`config.mk`:
```
export PLATFORM = sky130hd
export DESIGN_NAME = timer2_control_flags
export DESIGN_NICKNAME = d
export VERILOG_FILES = /design/src/rtl/timer2_pkg.sv /design/src/rtl/timer2_control_flags.sv
export SDC_FILE = /design/constraint.sdc
export NUM_CORES = 1
export LEC_CHECK = 0
export BUFFER_PORTS_ARGS = -buffer_cell sky130_fd_sc_hd__buf_4
export CORE_ASPECT_RATIO = 1.5
export CORE_MARGIN = 8
export CORE_UTILIZATION = 55
export DETAILED_ROUTE_END_ITERATION = 6
export PLACE_DENSITY = 0.83
export SETUP_SLACK_MARGIN = 0.1
export SLEW_MARGIN = 15
export SYNTH_ARGS = -nofsm -noshare
export SYNTH_HDL_FRONTEND = slang
export SYNTH_SLANG_ARGS = --single-unit
```
`constraint.sdc`:
```
create_clock -name CLK_I -period 2.1 [get_ports CLK_I]
set_input_delay 0.525 -clock CLK_I [delete_from_list [all_inputs] [get_ports CLK_I]]
set_output_delay 0.525 -clock CLK_I [all_outputs]
set_load 0.02 [all_outputs]
```
`src/rtl/timer2_pkg.sv`:
```
package timer2_pkg;

    // register addresses
    localparam logic [7:0] ADDR_CTRL = 8'hC8;
    localparam logic [7:0] ADDR_RELOAD_LO = 8'hCA;
    localparam logic [7:0] ADDR_RELOAD_HI = 8'hCB;
    localparam logic [7:0] ADDR_COUNT_LO = 8'hCC;
    localparam logic [7:0] ADDR_COUNT_HI = 8'hCD;

    // bit addresses of the control register span ADDR_CTRL + bit index
    localparam logic [7:0] BIT_ADDR_MASK = 8'hF8;
    localparam logic [2:0] BIT_HIGH_OVF = 3'h7;
    localparam logic [2:0] BIT_LOW_OVF = 3'h6;
    localparam logic [2:0] BIT_RUN = 3'h2;

    // reset values and limits
    localparam logic [7:0] CTRL_RESET = 8'h00;
    localparam logic [7:0] BYTE_RESET = 8'h00;
    localparam logic [7:0] BYTE_MAX = 8'hFF;
    localparam logic [7:0] BYTE_ONE = 8'h01;
    localparam logic [7:0] READ_IDLE = 8'h00;

    // external source select codes
    localparam logic [1:0] SRC_DIV12_RTC = 2'h0;
    localparam logic [1:0] SRC_CMP_RTC = 2'h1;
    localparam logic [1:0] SRC_DIV12_CMP = 2'h2;
    localparam logic [1:0] SRC_RTC_CMP = 2'h3;

    // prescaler ratios
    localparam int SYSTEM_CLOCK_DIV = 12;
    localparam int RTC_DIV = 8;

    typedef struct packed {
        logic high_byte_overflow_flag;
        logic low_byte_overflow_flag;
        logic low_byte_irq_enable;
        logic capture_enable;
        logic split_mode_select;
        logic run_control;
        logic [1:0] external_source_select;
    } ctrl_t;

    typedef struct packed {
        logic [7:0] hi;
        logic [7:0] lo;
    } word_t;

endpackage : timer2_pkg

```
`src/rtl/timer2_control_flags.sv`:
```
// The implementer's own choice: the strobed register port.
`timescale 1ns/1ns
module timer2_control_flags #(
    parameter int DIV12_W = 4,
    parameter int RTC_DIV_W = 3
) (
    // clock and reset
    input wire logic CLK_I,
    input wire logic RSTN_I,
    // register port
    input wire logic [7:0] ADDR_I,
    input wire logic [7:0] WDATA_I,
    input wire logic WR_I,
    input wire logic BIT_WR_I,
    input wire logic RD_I,
    output logic [7:0] RDATA_O,
    // neighbour controls
    input wire logic IRQ_ENABLE_I,
    input wire logic HIGH_BYTE_CLOCK_SELECT_I,
    input wire logic LOW_BYTE_CLOCK_SELECT_I,
    // asynchronous sources
    input wire logic COMPARATOR_I,
    input wire logic RTC_CLOCK_I,
    // interrupt request
    output logic IRQ_O
);
    import timer2_pkg::*;

    localparam logic [DIV12_W-1:0] DIV12_LAST = DIV12_W'(SYSTEM_CLOCK_DIV - 1);
    localparam logic [DIV12_W-1:0] DIV12_ONE = DIV12_W'(1);
    localparam logic [DIV12_W-1:0] DIV12_ZERO = '0;
    localparam logic [RTC_DIV_W-1:0] RTC_LAST = RTC_DIV_W'(RTC_DIV - 1);
    localparam logic [RTC_DIV_W-1:0] RTC_ONE = RTC_DIV_W'(1);
    localparam logic [RTC_DIV_W-1:0] RTC_ZERO = '0;

    // the clock chosen for one byte: system clock or the shared external one
    function automatic logic byte_tick(input logic sys_sel, input logic ext);
        byte_tick = sys_sel ? 1'b1 : ext;
    endfunction : byte_tick

    function automatic logic is_bit_of(input logic [7:0] addr, input logic [2:0] idx);
        is_bit_of = (addr == (ADDR_CTRL | {5'h00, idx}));
    endfunction : is_bit_of

    ctrl_t ctrl_reg, ctrl_next;
    word_t reload_reg, reload_next;
    word_t count_reg, count_next;
    logic [7:0] rdata_reg, rdata_next;
    logic irq_reg, irq_next;
    logic [DIV12_W-1:0] div12_reg, div12_next;
    logic [RTC_DIV_W-1:0] rtc_div_reg, rtc_div_next;
    logic [2:0] cmp_sync_reg, cmp_sync_next;
    logic [2:0] rtc_sync_reg, rtc_sync_next;

    logic cmp_rise, rtc_rise, div12_tick, rtc8_tick, ext_tick, cap_trig;
    logic lo_tick, hi_tick, lo_ovf, hi_ovf, capture;
    logic bit_hit, ctrl_wr;

    // sources: stage 0 feeds stage 1 only; edges compare stages 1 and 2
    always_comb begin
        cmp_sync_next = {cmp_sync_reg[1:0], COMPARATOR_I};
        rtc_sync_next = {rtc_sync_reg[1:0], RTC_CLOCK_I};
        cmp_rise = cmp_sync_reg[1] & ~cmp_sync_reg[2];
        rtc_rise = rtc_sync_reg[1] & ~rtc_sync_reg[2];
        div12_tick = (div12_reg == DIV12_LAST);
        div12_next = div12_tick ? DIV12_ZERO : div12_reg + DIV12_ONE;
        rtc8_tick = rtc_rise && (rtc_div_reg == RTC_LAST);
        rtc_div_next = rtc_div_reg;
        if (rtc_rise) begin
            rtc_div_next = rtc8_tick ? RTC_ZERO : rtc_div_reg + RTC_ONE;
        end
        case (ctrl_reg.external_source_select)
            SRC_DIV12_RTC: begin
                ext_tick = div12_tick;
                cap_trig = rtc8_tick;
            end
            SRC_CMP_RTC: begin
                ext_tick = cmp_rise;
                cap_trig = rtc8_tick;
            end
            SRC_DIV12_CMP: begin
                ext_tick = div12_tick;
                cap_trig = cmp_rise;
            end
            default: begin
                ext_tick = rtc8_tick;
                cap_trig = cmp_rise;
            end
        endcase
    end

    // counter, reload and flags
    always_comb begin
        count_next = count_reg;
        reload_next = reload_reg;
        ctrl_next = ctrl_reg;
        lo_ovf = 1'b0;
        hi_ovf = 1'b0;
        lo_tick = 1'b0;
        hi_tick = 1'b0;
        capture = 1'b0;
        if (ctrl_reg.split_mode_select) begin
            lo_tick = byte_tick(LOW_BYTE_CLOCK_SELECT_I, ext_tick);
            hi_tick = ctrl_reg.run_control
                && byte_tick(HIGH_BYTE_CLOCK_SELECT_I, ext_tick);
            lo_ovf = lo_tick && (count_reg.lo == BYTE_MAX);
            hi_ovf = hi_tick && (count_reg.hi == BYTE_MAX);
            if (lo_tick) begin
                count_next.lo = lo_ovf ? reload_reg.lo : count_reg.lo + BYTE_ONE;
            end
            if (hi_tick) begin
                count_next.hi = hi_ovf ? reload_reg.hi : count_reg.hi + BYTE_ONE;
            end
        end else begin
            lo_tick = ctrl_reg.run_control && byte_tick(LOW_BYTE_CLOCK_SELECT_I, ext_tick);
            lo_ovf = lo_tick && (count_reg.lo == BYTE_MAX);
            hi_ovf = lo_ovf && (count_reg.hi == BYTE_MAX);
            if (lo_tick) begin
                count_next = word_t'(count_reg + 16'h0001);
            end
            // in capture mode the reload register holds captures, so the count wraps
            if (hi_ovf && !ctrl_reg.capture_enable) begin
                count_next = reload_reg;
            end
        end
        if (ctrl_reg.capture_enable && cap_trig) begin
            capture = 1'b1;
            reload_next = count_reg;
        end
        // software access: data writes beat hardware, flags do not
        if (WR_I) begin
            case (ADDR_I)
                ADDR_CTRL: ctrl_next = ctrl_t'(WDATA_I);
                ADDR_RELOAD_LO: reload_next.lo = WDATA_I;
                ADDR_RELOAD_HI: reload_next.hi = WDATA_I;
                ADDR_COUNT_LO: count_next.lo = WDATA_I;
                ADDR_COUNT_HI: count_next.hi = WDATA_I;
                default: ;
            endcase
        end
        if (BIT_WR_I && ((ADDR_I & BIT_ADDR_MASK) == ADDR_CTRL)) begin
            ctrl_next[ADDR_I[2:0]] = WDATA_I[0];
        end
        // hardware sets last so they win over a clear in the same cycle
        if (hi_ovf || capture) begin
            ctrl_next.high_byte_overflow_flag = 1'b1;
        end
        if (lo_ovf) begin
            ctrl_next.low_byte_overflow_flag = 1'b1;
        end
        // level request while a flag that may interrupt is pending
        irq_next = IRQ_ENABLE_I && (ctrl_next.high_byte_overflow_flag
            || (ctrl_next.low_byte_irq_enable && ctrl_next.low_byte_overflow_flag));
    end

    // read port: data stands only in the cycle after the strobe
    always_comb begin
        rdata_next = READ_IDLE;
        if (RD_I) begin
            case (ADDR_I)
                ADDR_CTRL: rdata_next = ctrl_reg;
                ADDR_RELOAD_LO: rdata_next = reload_reg.lo;
                ADDR_RELOAD_HI: rdata_next = reload_reg.hi;
                ADDR_COUNT_LO: rdata_next = count_reg.lo;
                ADDR_COUNT_HI: rdata_next = count_reg.hi;
                default: rdata_next = READ_IDLE;
            endcase
        end
    end

    always_ff @(posedge CLK_I or negedge RSTN_I) begin
        if (!RSTN_I) begin
            ctrl_reg <= ctrl_t'(CTRL_RESET);
            reload_reg <= {BYTE_RESET, BYTE_RESET};
            count_reg <= {BYTE_RESET, BYTE_RESET};
            rdata_reg <= READ_IDLE;
            irq_reg <= 1'b0;
            div12_reg <= DIV12_ZERO;
            rtc_div_reg <= RTC_ZERO;
            cmp_sync_reg <= 3'h0;
            rtc_sync_reg <= 3'h0;
        end else begin
            ctrl_reg <= ctrl_next;
            reload_reg <= reload_next;
            count_reg <= count_next;
            rdata_reg <= rdata_next;
            irq_reg <= irq_next;
            div12_reg <= div12_next;
            rtc_div_reg <= rtc_div_next;
            cmp_sync_reg <= cmp_sync_next;
            rtc_sync_reg <= rtc_sync_next;
        end
    end

    assign RDATA_O = rdata_reg;
    assign IRQ_O = irq_reg;

    assign ctrl_wr = WR_I && (ADDR_I == ADDR_CTRL);
    assign bit_hit = BIT_WR_I && ((ADDR_I & BIT_ADDR_MASK) == ADDR_CTRL);
endmodule : timer2_control_flags

```
==> impl_metrics.json, run 1 <==
{
  "route.vias.total": 4661,
  "yosysTopAreaCell": "dfrtp_1",
  "clkSinkCount": 62,
  "gp_congestion": 0.980,
  "nets": 632,
  "areaGrowthSynthToFinish_pct": 34.8,
  "drt_iter0_drc": 424,
  "dieArea_sq_mm": 0.0109,
  "h-tree-depth": 3,
  "viasPerCell": 6.58,
  "dp_hpwl_microns": 10900,
  "synth.distinct_cells": 71,
  "p_leak_uw": 0.00258,
  "place_area_sq_mm": 0.00515,
  "setup_viol": 34,
  "async_flop_share_pct": 100,
  "grt_setup_unrepaired": "yes",
  "grt_util_all_layers_pct": 29.1,
  "syn_nets": 531,
  "overflow": 0,
  "totalWireLength_microns": 15400,
  "yosysSeqAreaShare_pct": 36.4,
  "critPathRequiredTime_ns": 2.32,
  "coreArea_sq_mm": 0.00756,
  "finClkSkew_ns": 0.00770,
  "crit_path_top_delay_cell": "a2111o_1",
  "worst_ir_drop_vdd_mv": 0.702,
  "crit_chain": "ha_2 -> ha_4 -> and3b_2 -> buf_6 -> a2111o_1 -> o211ai_1 -> o21ai_1 -> and2_1 -> o21a_1",
  "hold_viol": 0,
  "status": "finished with violations",
  "yosys.area.top_type_share_pct": 36.4,
  "wl_per_cell_microns": 21.7,
  "critPathCaptureType": "register",
  "synth_ff_type": "dfrtp_1",
  "hold_path.class": "in -> async",
  "cap_violations": 0,
  "syn_area_sq_mm": 0.00426,
  "die_x_microns": 87.9,
  "start_util_pct": 56.4,
  "dr.pass1.iters": 5,
  "antenna_found_initial": 0,
  "relSlewSlack_pct": 64.1,
  "cts_tree": "done",
  "hold_buffers": 0,
  "layout_setup_ws_ns": -0.215,
  "slowest_delay_ns": 0.42,
  "report.final.slew_viol_count": 0,
  "critPathKind": "reg -> reg",
  "arrival_ns": 2.54,
  "fillers": 525,
  "design_area_sq_mm": 0.00575,
  "diodes": 0,
  "min_period_ns": 2.31,
  "ys_ff_latch": 62,
  "synth_area_leaders": "dfrtp_1 (36%), mux2i_1 (8.2%), a21oi_1 (6.8%)",
  "ios": 35,
  "synth_warnings": 0,
  "drive_above_1_share_pct": 31.7,
  "crit_fanout": 3,
  "p_per_area_mw_per_mm2": 774,
  "setup.worst_path.start_class": "register",
  "drc": 0,
  "grt_pass1_wl_microns": 23700,
  "syn-mean-instance-area_sq_um": 8.53,
  "grt_max_degree": 35,
  "ant_nets": 0,
  "grt_pass1_vias": 4558,
  "cts_buffers": 9,
  "violations": "setup timing",
  "die_y_microns": 124,
  "tightestPinTransition_ns": 0.537,
  "clock_tree.root_cell": "clkbuf_16",
  "finish.utilization_pct": 76.0,
  "cts_max_path_buffers": 2,
  "clock_latency_ns": 0.34,
  "rows": 39,
  "synth_edf_count": 0,
  "finalCritPeriodShare_pct": 110,
  "io_buffers": 34,
  "synth_cells": 500,
  "max_freq_ghz": 0.432,
  "clk_pin_slew_worst_paths_ns": 0.05,
  "setup-tns-final_ns": -2.96
}
cells by family after synthesis:
group | count (synthesis) | share of synthesized area [%]
xor gates and xnor gates | 1 | 0.205
muxes | 38 | 9.01
buffers and inverters | 41 | 4.23
and+or+nand+nor | 200 | 24.9
adders and majority gates | 5 | 1.47
AOI/OAI and AO/OA | 153 | 23.8
DFF | 62 | 36.4
Yosys cell counts (3+ instances only):
| master | count |
|---|---|
| a22oi_1 | 8 |
| and4_1 | 7 |
| o21a_1 | 3 |
| and2_1 | 5 |
| mux2i_1 | 35 |
| a221oi_1 | 3 |
| nand4_1 | 4 |
| nand3_1 | 20 |
| nor3b_1 | 3 |
| o21ai_0 | 21 |
| nand2_1 | 59 |
| inv_1 | 7 |
| a21o_1 | 3 |
| a21oi_1 | 58 |
| nor2_1 | 49 |
| a31oi_1 | 5 |
| o31ai_1 | 3 |
| and3_1 | 6 |
| ha_1 | 5 |
| nand2b_1 | 6 |
| and3b_1 | 4 |
| a211oi_1 | 5 |
| nor3_1 | 10 |
| dfrtp_1 | 62 |
| a211o_1 | 3 |
| o21ai_1 | 9 |
| o211ai_1 | 5 |
| nor2b_1 | 8 |
| buf_2 | 15 |
| clkbuf_1 | 17 |
final timing paths:
kind / slack [ns] / startpoint / endpoint / cells after the start
setup / recovery: -0.21 / rtc_div_reg[1]$_DFFE_PN0P_ / IRQ_O$_DFF_PN0_ / 9
hold / removal: 0.15 / RSTN_I / rtc_div_reg[2]$_DFFE_PN0P_ / 1
setup reg to reg: -0.21 / rtc_div_reg[1]$_DFFE_PN0P_ / IRQ_O$_DFF_PN0_ / 9
hold reg to reg: 0.36 / rtc_sync_reg[0]$_DFF_PN0_ / rtc_sync_reg[1]$_DFF_PN0_ / 0
max in group asynchronous: 1.43 / RSTN_I / reload_reg[3]$_DFF_PN0_ / 2
min in group CLK_I: 0.30 / COMPARATOR_I / cmp_sync_reg[0]$_DFF_PN0_ / 1
power breakdown:
part / switching, uW / internal [uW] / total, uW
Combinational: 767 / 654 / 1420
Sequential: 251 / 1410 / 1660
Clock: 570 / 798 / 1370
Total: 1590 / 2860 / 4450
timing repair:
action                     4_1_cts  5_1_grt
pin swaps                       28       24
cloned                           0        2
gates resized for setup         33       17
hold endpoints to repair         0        0
setup endpoints to repair       34       35
buffers inserted                 7        4
stage by stage:
| stage | setup WS, ns | hold WS (ns) | std cells | power, uW |
|---|---|---|---|---|
| finish | -0.215 | 0.146 | 708 | 4450 |
| global route | -0.264 | 0.182 | 708 | 4640 |
| detailed placement | -0.257 | 0.338 | 680 | 2930 |
| floorplan | -0.0799 | 0.229 | 500 | 2370 |
| CTS | -0.146 | 0.149 | 703 | 4360 |
| global placement | -0.185 | 0.347 | 680 | 2890 |
cells in the final DEF, fill, tap and decap left out, types with 5 or more instances in the layout:
cell type    n
inv_1        7
dfrtp_1     62
nor2_4       5
o21ai_1      8
buf_4      111
nor3_1       9
nand3_1     18
a21oi_1     54
buf_6        8
nor2_1      43
nand2b_1     6
nand2_1     59
clkbuf_16   10
and3_1       6
nor2b_1      6
o211ai_1     5
o21ai_0     19
and4_1       7
a22oi_1      8
mux2i_1     35
and2_1       5
worst max-delay path, delay by kind of cell, from the launching register on:
family                   cells  cell delay, ns
AND/OR/NAND/NOR              2            0.39
AO/OA/AOI/OAI                4            0.94
flip-flops                   1            0.38
adder cells (fa/ha/maj)      2            0.36
buffers and inverters        1            0.14
final cells by class:
cell class                      instances  area, sq um  share of cell area, %
Tap cell                              102          128                   2.22
Sequential cell                        62         1550                   27.0
Inverter                                7         26.3                  0.457
Timing Repair Buffer                  124         1010                   17.6
Clock buffer                            9          225                   3.92
Multi-Input combinational cell        397         2750                   47.9
Clock inverter                          7         50.0                  0.871
routing by layer:
layer | vias to the layer above | GRT usage, % | wire (microns)
met5 | - | 0 | 0
li1 | 2056 | - | -
met4 | 0 | 23.4 | 1340
met2 | 255 | 49.9 | 7620
met1 | 2260 | 30.4 | 5360
met3 | 90 | 5.42 | 1040
No activity file was read; power rests on OpenSTA's default activity.
==> inputs of run 2 (changes only) <==
--- a/config.mk
+++ b/config.mk
@@ -11,6 +11,7 @@
 export CORE_UTILIZATION = 55
 export DETAILED_ROUTE_END_ITERATION = 6
 export PLACE_DENSITY = 0.83
+export REMOVE_ABC_BUFFERS = 1
 export SETUP_SLACK_MARGIN = 0.1
 export SLEW_MARGIN = 15
 export SYNTH_ARGS = -nofsm -noshare
==> impl_metrics.json, run 2 (synthesis gave the netlist of run 1 again) <==
{
  "ios": 35,
  "final_cell_mix": "buf_4 (103), dfrtp_1 (62), nand2_1 (59)",
  "critPathCaptureType": "register",
  "cts_tree": "done",
  "min_period_ns": 2.27,
  "design_area_sq_mm": 0.00584,
  "cp.depth": 9,
  "cap_violations": 0,
  "regArea_sq_mm": 0.00155,
  "dieArea_sq_mm": 0.0109,
  "ant_nets": 0,
  "coreArea_sq_mm": 0.00756,
  "route.vias.total": 4808,
  "report.final.slew_viol_count": 0,
  "arrival_ns": 2.48,
  "drc": 0,
  "dp_hpwl_microns": 10900,
  "max_freq_ghz": 0.440,
  "cts_max_path_buffers": 2,
  "overflow": 0,
  "layout_setup_ws_ns": -0.172,
  "hold_viol": 0,
  "clk_pin_slew_worst_paths_ns": 0.05,
  "viasPerCell": 6.84,
  "r2r_cells": 9,
  "areaGrowthSynthToFinish_pct": 36.9,
  "critPathRequiredTime_ns": 2.31,
  "clock_tree.root_cell": "clkbuf_16",
  "setup.worst_path.start_class": "register",
  "power_uw": 4670,
  "clock_latency_ns": 0.34,
  "crit_path_top_delay_cell": "dfrtp_1",
  "h-tree-depth": 3,
  "hold-worst-slack_ns": 0.282,
  "tightestPinTransition_ns": 0.810,
  "final_common_cell": "buf_4",
  "relSlewSlack_pct": 46.0,
  "totalWireLength_microns": 16500,
  "start_util_pct": 56.4,
  "p_leak_uw": 0.00258,
  "antenna_found_initial": 0,
  "gp_congestion": 0.978,
  "clkSinkCount": 62,
  "slowest_delay_ns": 0.38,
  "dr.pass1.iters": 6,
  "drive_above_1_share_pct": 34.3,
  "p_per_area_mw_per_mm2": 799,
  "finalCritPeriodShare_pct": 108,
  "critPathKind": "reg -> reg",
  "cp_top_family": "compound AO/OA/AOI/OAI gates",
  "multi_input_area_sq_mm": 0.00287,
  "preCtsSetupSlack_ns": -0.244,
  "place_area_sq_mm": 0.00503,
  "grt_util_all_layers_pct": 30.9,
  "nets": 629,
  "rows": 39,
  "crit_fanout": 5,
  "drt_iter0_drc": 452,
  "path_buf_inv": 1,
  "cts_buffers": 9,
  "hold_path.class": "in -> async",
  "die_y_microns": 124,
  "setup-tns-final_ns": -1.39,
  "setup_viol": 18,
  "die_x_microns": 87.9,
  "diodes": 0,
  "worst_ir_drop_vdd_mv": 0.660,
  "crit_chain": "ha_2 -> ha_4 -> and3b_2 -> a2111oi_4 -> buf_4 -> nor2b_4 -> mux2_4 -> a31oi_1 -> o211ai_1",
  "grt_pass1_wl_microns": 25000,
  "violations": "setup timing",
  "grt_setup_unrepaired": "yes",
  "fillers": 506,
  "status": "finished with violations",
  "io_buffers": 34,
  "wl_per_cell_microns": 23.4,
  "grt_max_degree": 63,
  "grt_pass1_vias": 4700,
  "finClkSkew_ns": 0.00417
}
-- run 2: final timing paths --
path                                                 start                          to  slack, ns
worst max-delay path            rtc_div_reg[0]$_DFFE_PN0P_      count_reg[8]$_DFF_PN0_      -0.17
min in group CLK_I                             RTC_CLOCK_I   rtc_sync_reg[0]$_DFF_PN0_       0.29
worst max register to register  rtc_div_reg[0]$_DFFE_PN0P_      count_reg[8]$_DFF_PN0_      -0.17
worst min-delay path                                RSTN_I  rtc_div_reg[2]$_DFFE_PN0P_       0.28
max in group asynchronous                           RSTN_I      count_reg[7]$_DFF_PN0_       1.29
worst min register to register   rtc_sync_reg[0]$_DFF_PN0_   rtc_sync_reg[1]$_DFF_PN0_       0.36
-- run 2: what timing repair did --
| action | 4_1_cts | 5_1_grt |
|---|---|---|
| hold endpoints to repair | 0 | 0 |
| resized for setup | 58 | 34 |
| setup endpoints to repair | 34 | 35 |
| setup buffers | 8 | 7 |
| pin swaps | 51 | 25 |
| cloned | 1 | 0 |
| hold buffers | 0 | 0 |
-- run 2: per-layer routing --
| metal | track usage [%] | share of wire, % | vias up |
|---|---|---|---|
| li1 | - | - | 2046 |
| met1 | 32.5 | 34 | 2281 |
| met2 | 51.8 | 49 | 347 |
| met3 | 6.80 | 8.1 | 134 |
| met4 | 25.3 | 8.8 | 0 |
| met5 | 0 | 0 | - |
-- run 2: through the flow --
stage / util, % / instances
2_1_floorplan: - / 466
3_3_place_gp: 66.5 / 673
3_5_place_dp: 66.5 / 673
4_1_cts: 74.6 / 696
5_1_grt: 77.2 / 703
6_report: 77.2 / 703
-- run 2: layout make-up --
class	count	share of cell area (%)
inverters	7	0.450
clock buffers	11	4.16
repair buffers	120	16.7
multi-input cells	398	49.1
clock inverters	3	0.793
flip-flops and latches	62	26.6
well taps	102	2.19
-- run 2: power breakdown --
group          internal, uW  switching (uW)
Sequential             1410             238
Clock                   939             534
Combinational           687             861
Total                  3030            1630
==> inputs of run 3 (changes only) <==
--- a/config.mk
+++ b/config.mk
@@ -8,9 +8,10 @@
 export BUFFER_PORTS_ARGS = -buffer_cell sky130_fd_sc_hd__buf_4
 export CORE_ASPECT_RATIO = 1.5
 export CORE_MARGIN = 8
-export CORE_UTILIZATION = 55
+export CORE_UTILIZATION = 56
+export CTS_BUF_LIST = sky130_fd_sc_hd__clkbuf_2 sky130_fd_sc_hd__clkbuf_4 sky130_fd_sc_hd__clkbuf_8
 export DETAILED_ROUTE_END_ITERATION = 6
-export PLACE_DENSITY = 0.83
+export PLACE_DENSITY = 0.84
 export REMOVE_ABC_BUFFERS = 1
 export SETUP_SLACK_MARGIN = 0.1
 export SLEW_MARGIN = 15
==> impl_metrics.json, run 3 (synthesis gave the netlist of run 1 again) <==
{
  "status": "finished with violations",
  "violations": "setup timing",
  "drive_above_1_share_pct": 34.3,
  "grt_max_degree": 63,
  "min_period_ns": 2.24,
  "netSwitchingFraction_pct": 37.1,
  "dp_cells": 678,
  "setup-tns-final_ns": -2.94,
  "clock_latency_ns": 0.36,
  "p_per_area_mw_per_mm2": 729,
  "relSlewSlack_pct": 47.3,
  "drc": 0,
  "dr.pass1.iters": 7,
  "gp_congestion": 0.990,
  "route.vias.total": 4742,
  "report.final.slew_viol_count": 0,
  "power_uw": 4280,
  "p_int_uw": 2690,
  "ios": 35,
  "layout_setup_ws_ns": -0.143,
  "die_y_microns": 123,
  "preCtsSetupSlack_ns": -0.370,
  "totalWireLength_microns": 16100,
  "instances_no_fill": 717,
  "final_common_cell": "buf_4",
  "setup.worst_path.start_class": "register",
  "clkPwrFrac_pct": 25.7,
  "grt_pass1_wl_microns": 24700,
  "critPathRequiredTime_ns": 2.34,
  "p_leak_uw": 0.00266,
  "crit_fanout": 3,
  "p_seq_share_pct": 38.2,
  "finalCritPeriodShare_pct": 107,
  "ant_nets": 0,
  "hold_viol": 0,
  "switchingPower_uw": 1590,
  "final_cell_mix": "buf_4 (108), dfrtp_1 (62), nand2_1 (58)",
  "dieArea_sq_mm": 0.0107,
  "cts_buffers": 9,
  "max_freq_ghz": 0.446,
  "grt_setup_unrepaired": "yes",
  "overflow": 0,
  "cts_max_path_buffers": 2,
  "fillers": 531,
  "rows": 39,
  "clk_pin_slew_worst_paths_ns": 0.08,
  "critPathCaptureType": "register",
  "antenna_found_initial": 0,
  "cts_tree": "done",
  "hold_path.class": "in -> async",
  "die_x_microns": 87.3,
  "wl_per_cell_microns": 22.4,
  "hold-worst-slack_ns": 0.262,
  "clkSinkCount": 62,
  "tightestPinTransition_ns": 0.791,
  "grt_util_all_layers_pct": 30.6,
  "viasPerCell": 6.61,
  "drt_iter0_drc": 432,
  "combPwrFrac_pct": 36.1,
  "critPathKind": "reg -> reg",
  "coreArea_sq_mm": 0.00751,
  "clock_tree.root_cell": "clkbuf_8",
  "arrival_ns": 2.49,
  "nets": 641,
  "areaGrowthSynthToFinish_pct": 37.6,
  "setup_viol": 33,
  "io_buffers": 34,
  "h-tree-depth": 3,
  "start_util_pct": 56.7,
  "dp_hpwl_microns": 10900,
  "diodes": 0,
  "cap_violations": 0,
  "finClkSkew_ns": 0.0134,
  "grt_pass1_vias": 4695,
  "worst_ir_drop_vdd_mv": 0.623
}
run 3: final timing paths:
check | from | to | slack, ns | depth (start not counted)
worst max-delay path | rtc_div_reg[1]$_DFFE_PN0P_ | IRQ_O$_DFF_PN0_ | -0.14 | 8
worst min-delay path | RSTN_I | reload_reg[15]$_DFF_PN0_ | 0.26 | 1
worst max register to register | rtc_div_reg[1]$_DFFE_PN0P_ | IRQ_O$_DFF_PN0_ | -0.14 | 8
worst min register to register | rtc_sync_reg[0]$_DFF_PN0_ | rtc_sync_reg[1]$_DFF_PN0_ | 0.36 | 0
max in group asynchronous | RSTN_I | count_reg[1]$_DFF_PN0_ | 1.33 | 1
min in group CLK_I | COMPARATOR_I | cmp_sync_reg[0]$_DFF_PN0_ | 0.28 | 1
run 3: metal layers:
metal | vias up | track usage, % | share of wire (%)
met5 | - | 0 | 0
met4 | 0 | 23.9 | 8.9
met3 | 125 | 6.10 | 7.6
met2 | 311 | 52.2 | 50
met1 | 2236 | 32.3 | 34
li1 | 2070 | - | -
run 3: power groups by stage:
| stage | sequential, uW | clock, uW | combinational [uW] |
|---|---|---|---|
| 4_1_cts | 1620 | 1110 | 1380 |
| 6_report | 1630 | 1100 | 1540 |
| 5_1_grt | 1650 | 1160 | 1640 |
| 3_3_place_gp | 1620 | 0 | 1250 |
| 3_5_place_dp | 1630 | 0 | 1280 |
| 2_1_floorplan | 1660 | 0 | 616 |
run 3: through the flow:
stage / utilization, % / cell area (sq um)
4_1_cts: 74.6 / 5610
3_3_place_gp: 67.6 / 5080
5_1_grt: 78.1 / 5870
6_report: 78.1 / 5870
2_1_floorplan: - / 4110
3_5_place_dp: 67.6 / 5080
run 3: timing repair:
action                     in CTS  in global routing
setup endpoints to repair      34                 34
hold buffers                    0                  0
buffers inserted                9                  9
pin swaps                      33                 41
gates resized for setup        44                 34
cloned                          4                  1
run 3: worst max-delay path, stage by stage (launching register included):
cell      delay, ns
dfrtp_1        0.39
ha_2           0.21
ha_4           0.16
and3b_2        0.24
a2111o_1       0.49
o211ai_1       0.18
o21ai_1        0.14
and2_1         0.17
o21a_1         0.17
run 3: layout make-up:
type | count | area (sq um) | share of cell area, %
clock buffers | 10 | 138 | 2.35
clock inverters | 6 | 70.1 | 1.19
inverters | 7 | 26.3 | 0.448
multi-input cells | 398 | 2800 | 47.7
flip-flops and latches | 62 | 1550 | 26.4
well taps | 102 | 128 | 2.17
repair buffers | 132 | 1150 | 19.7
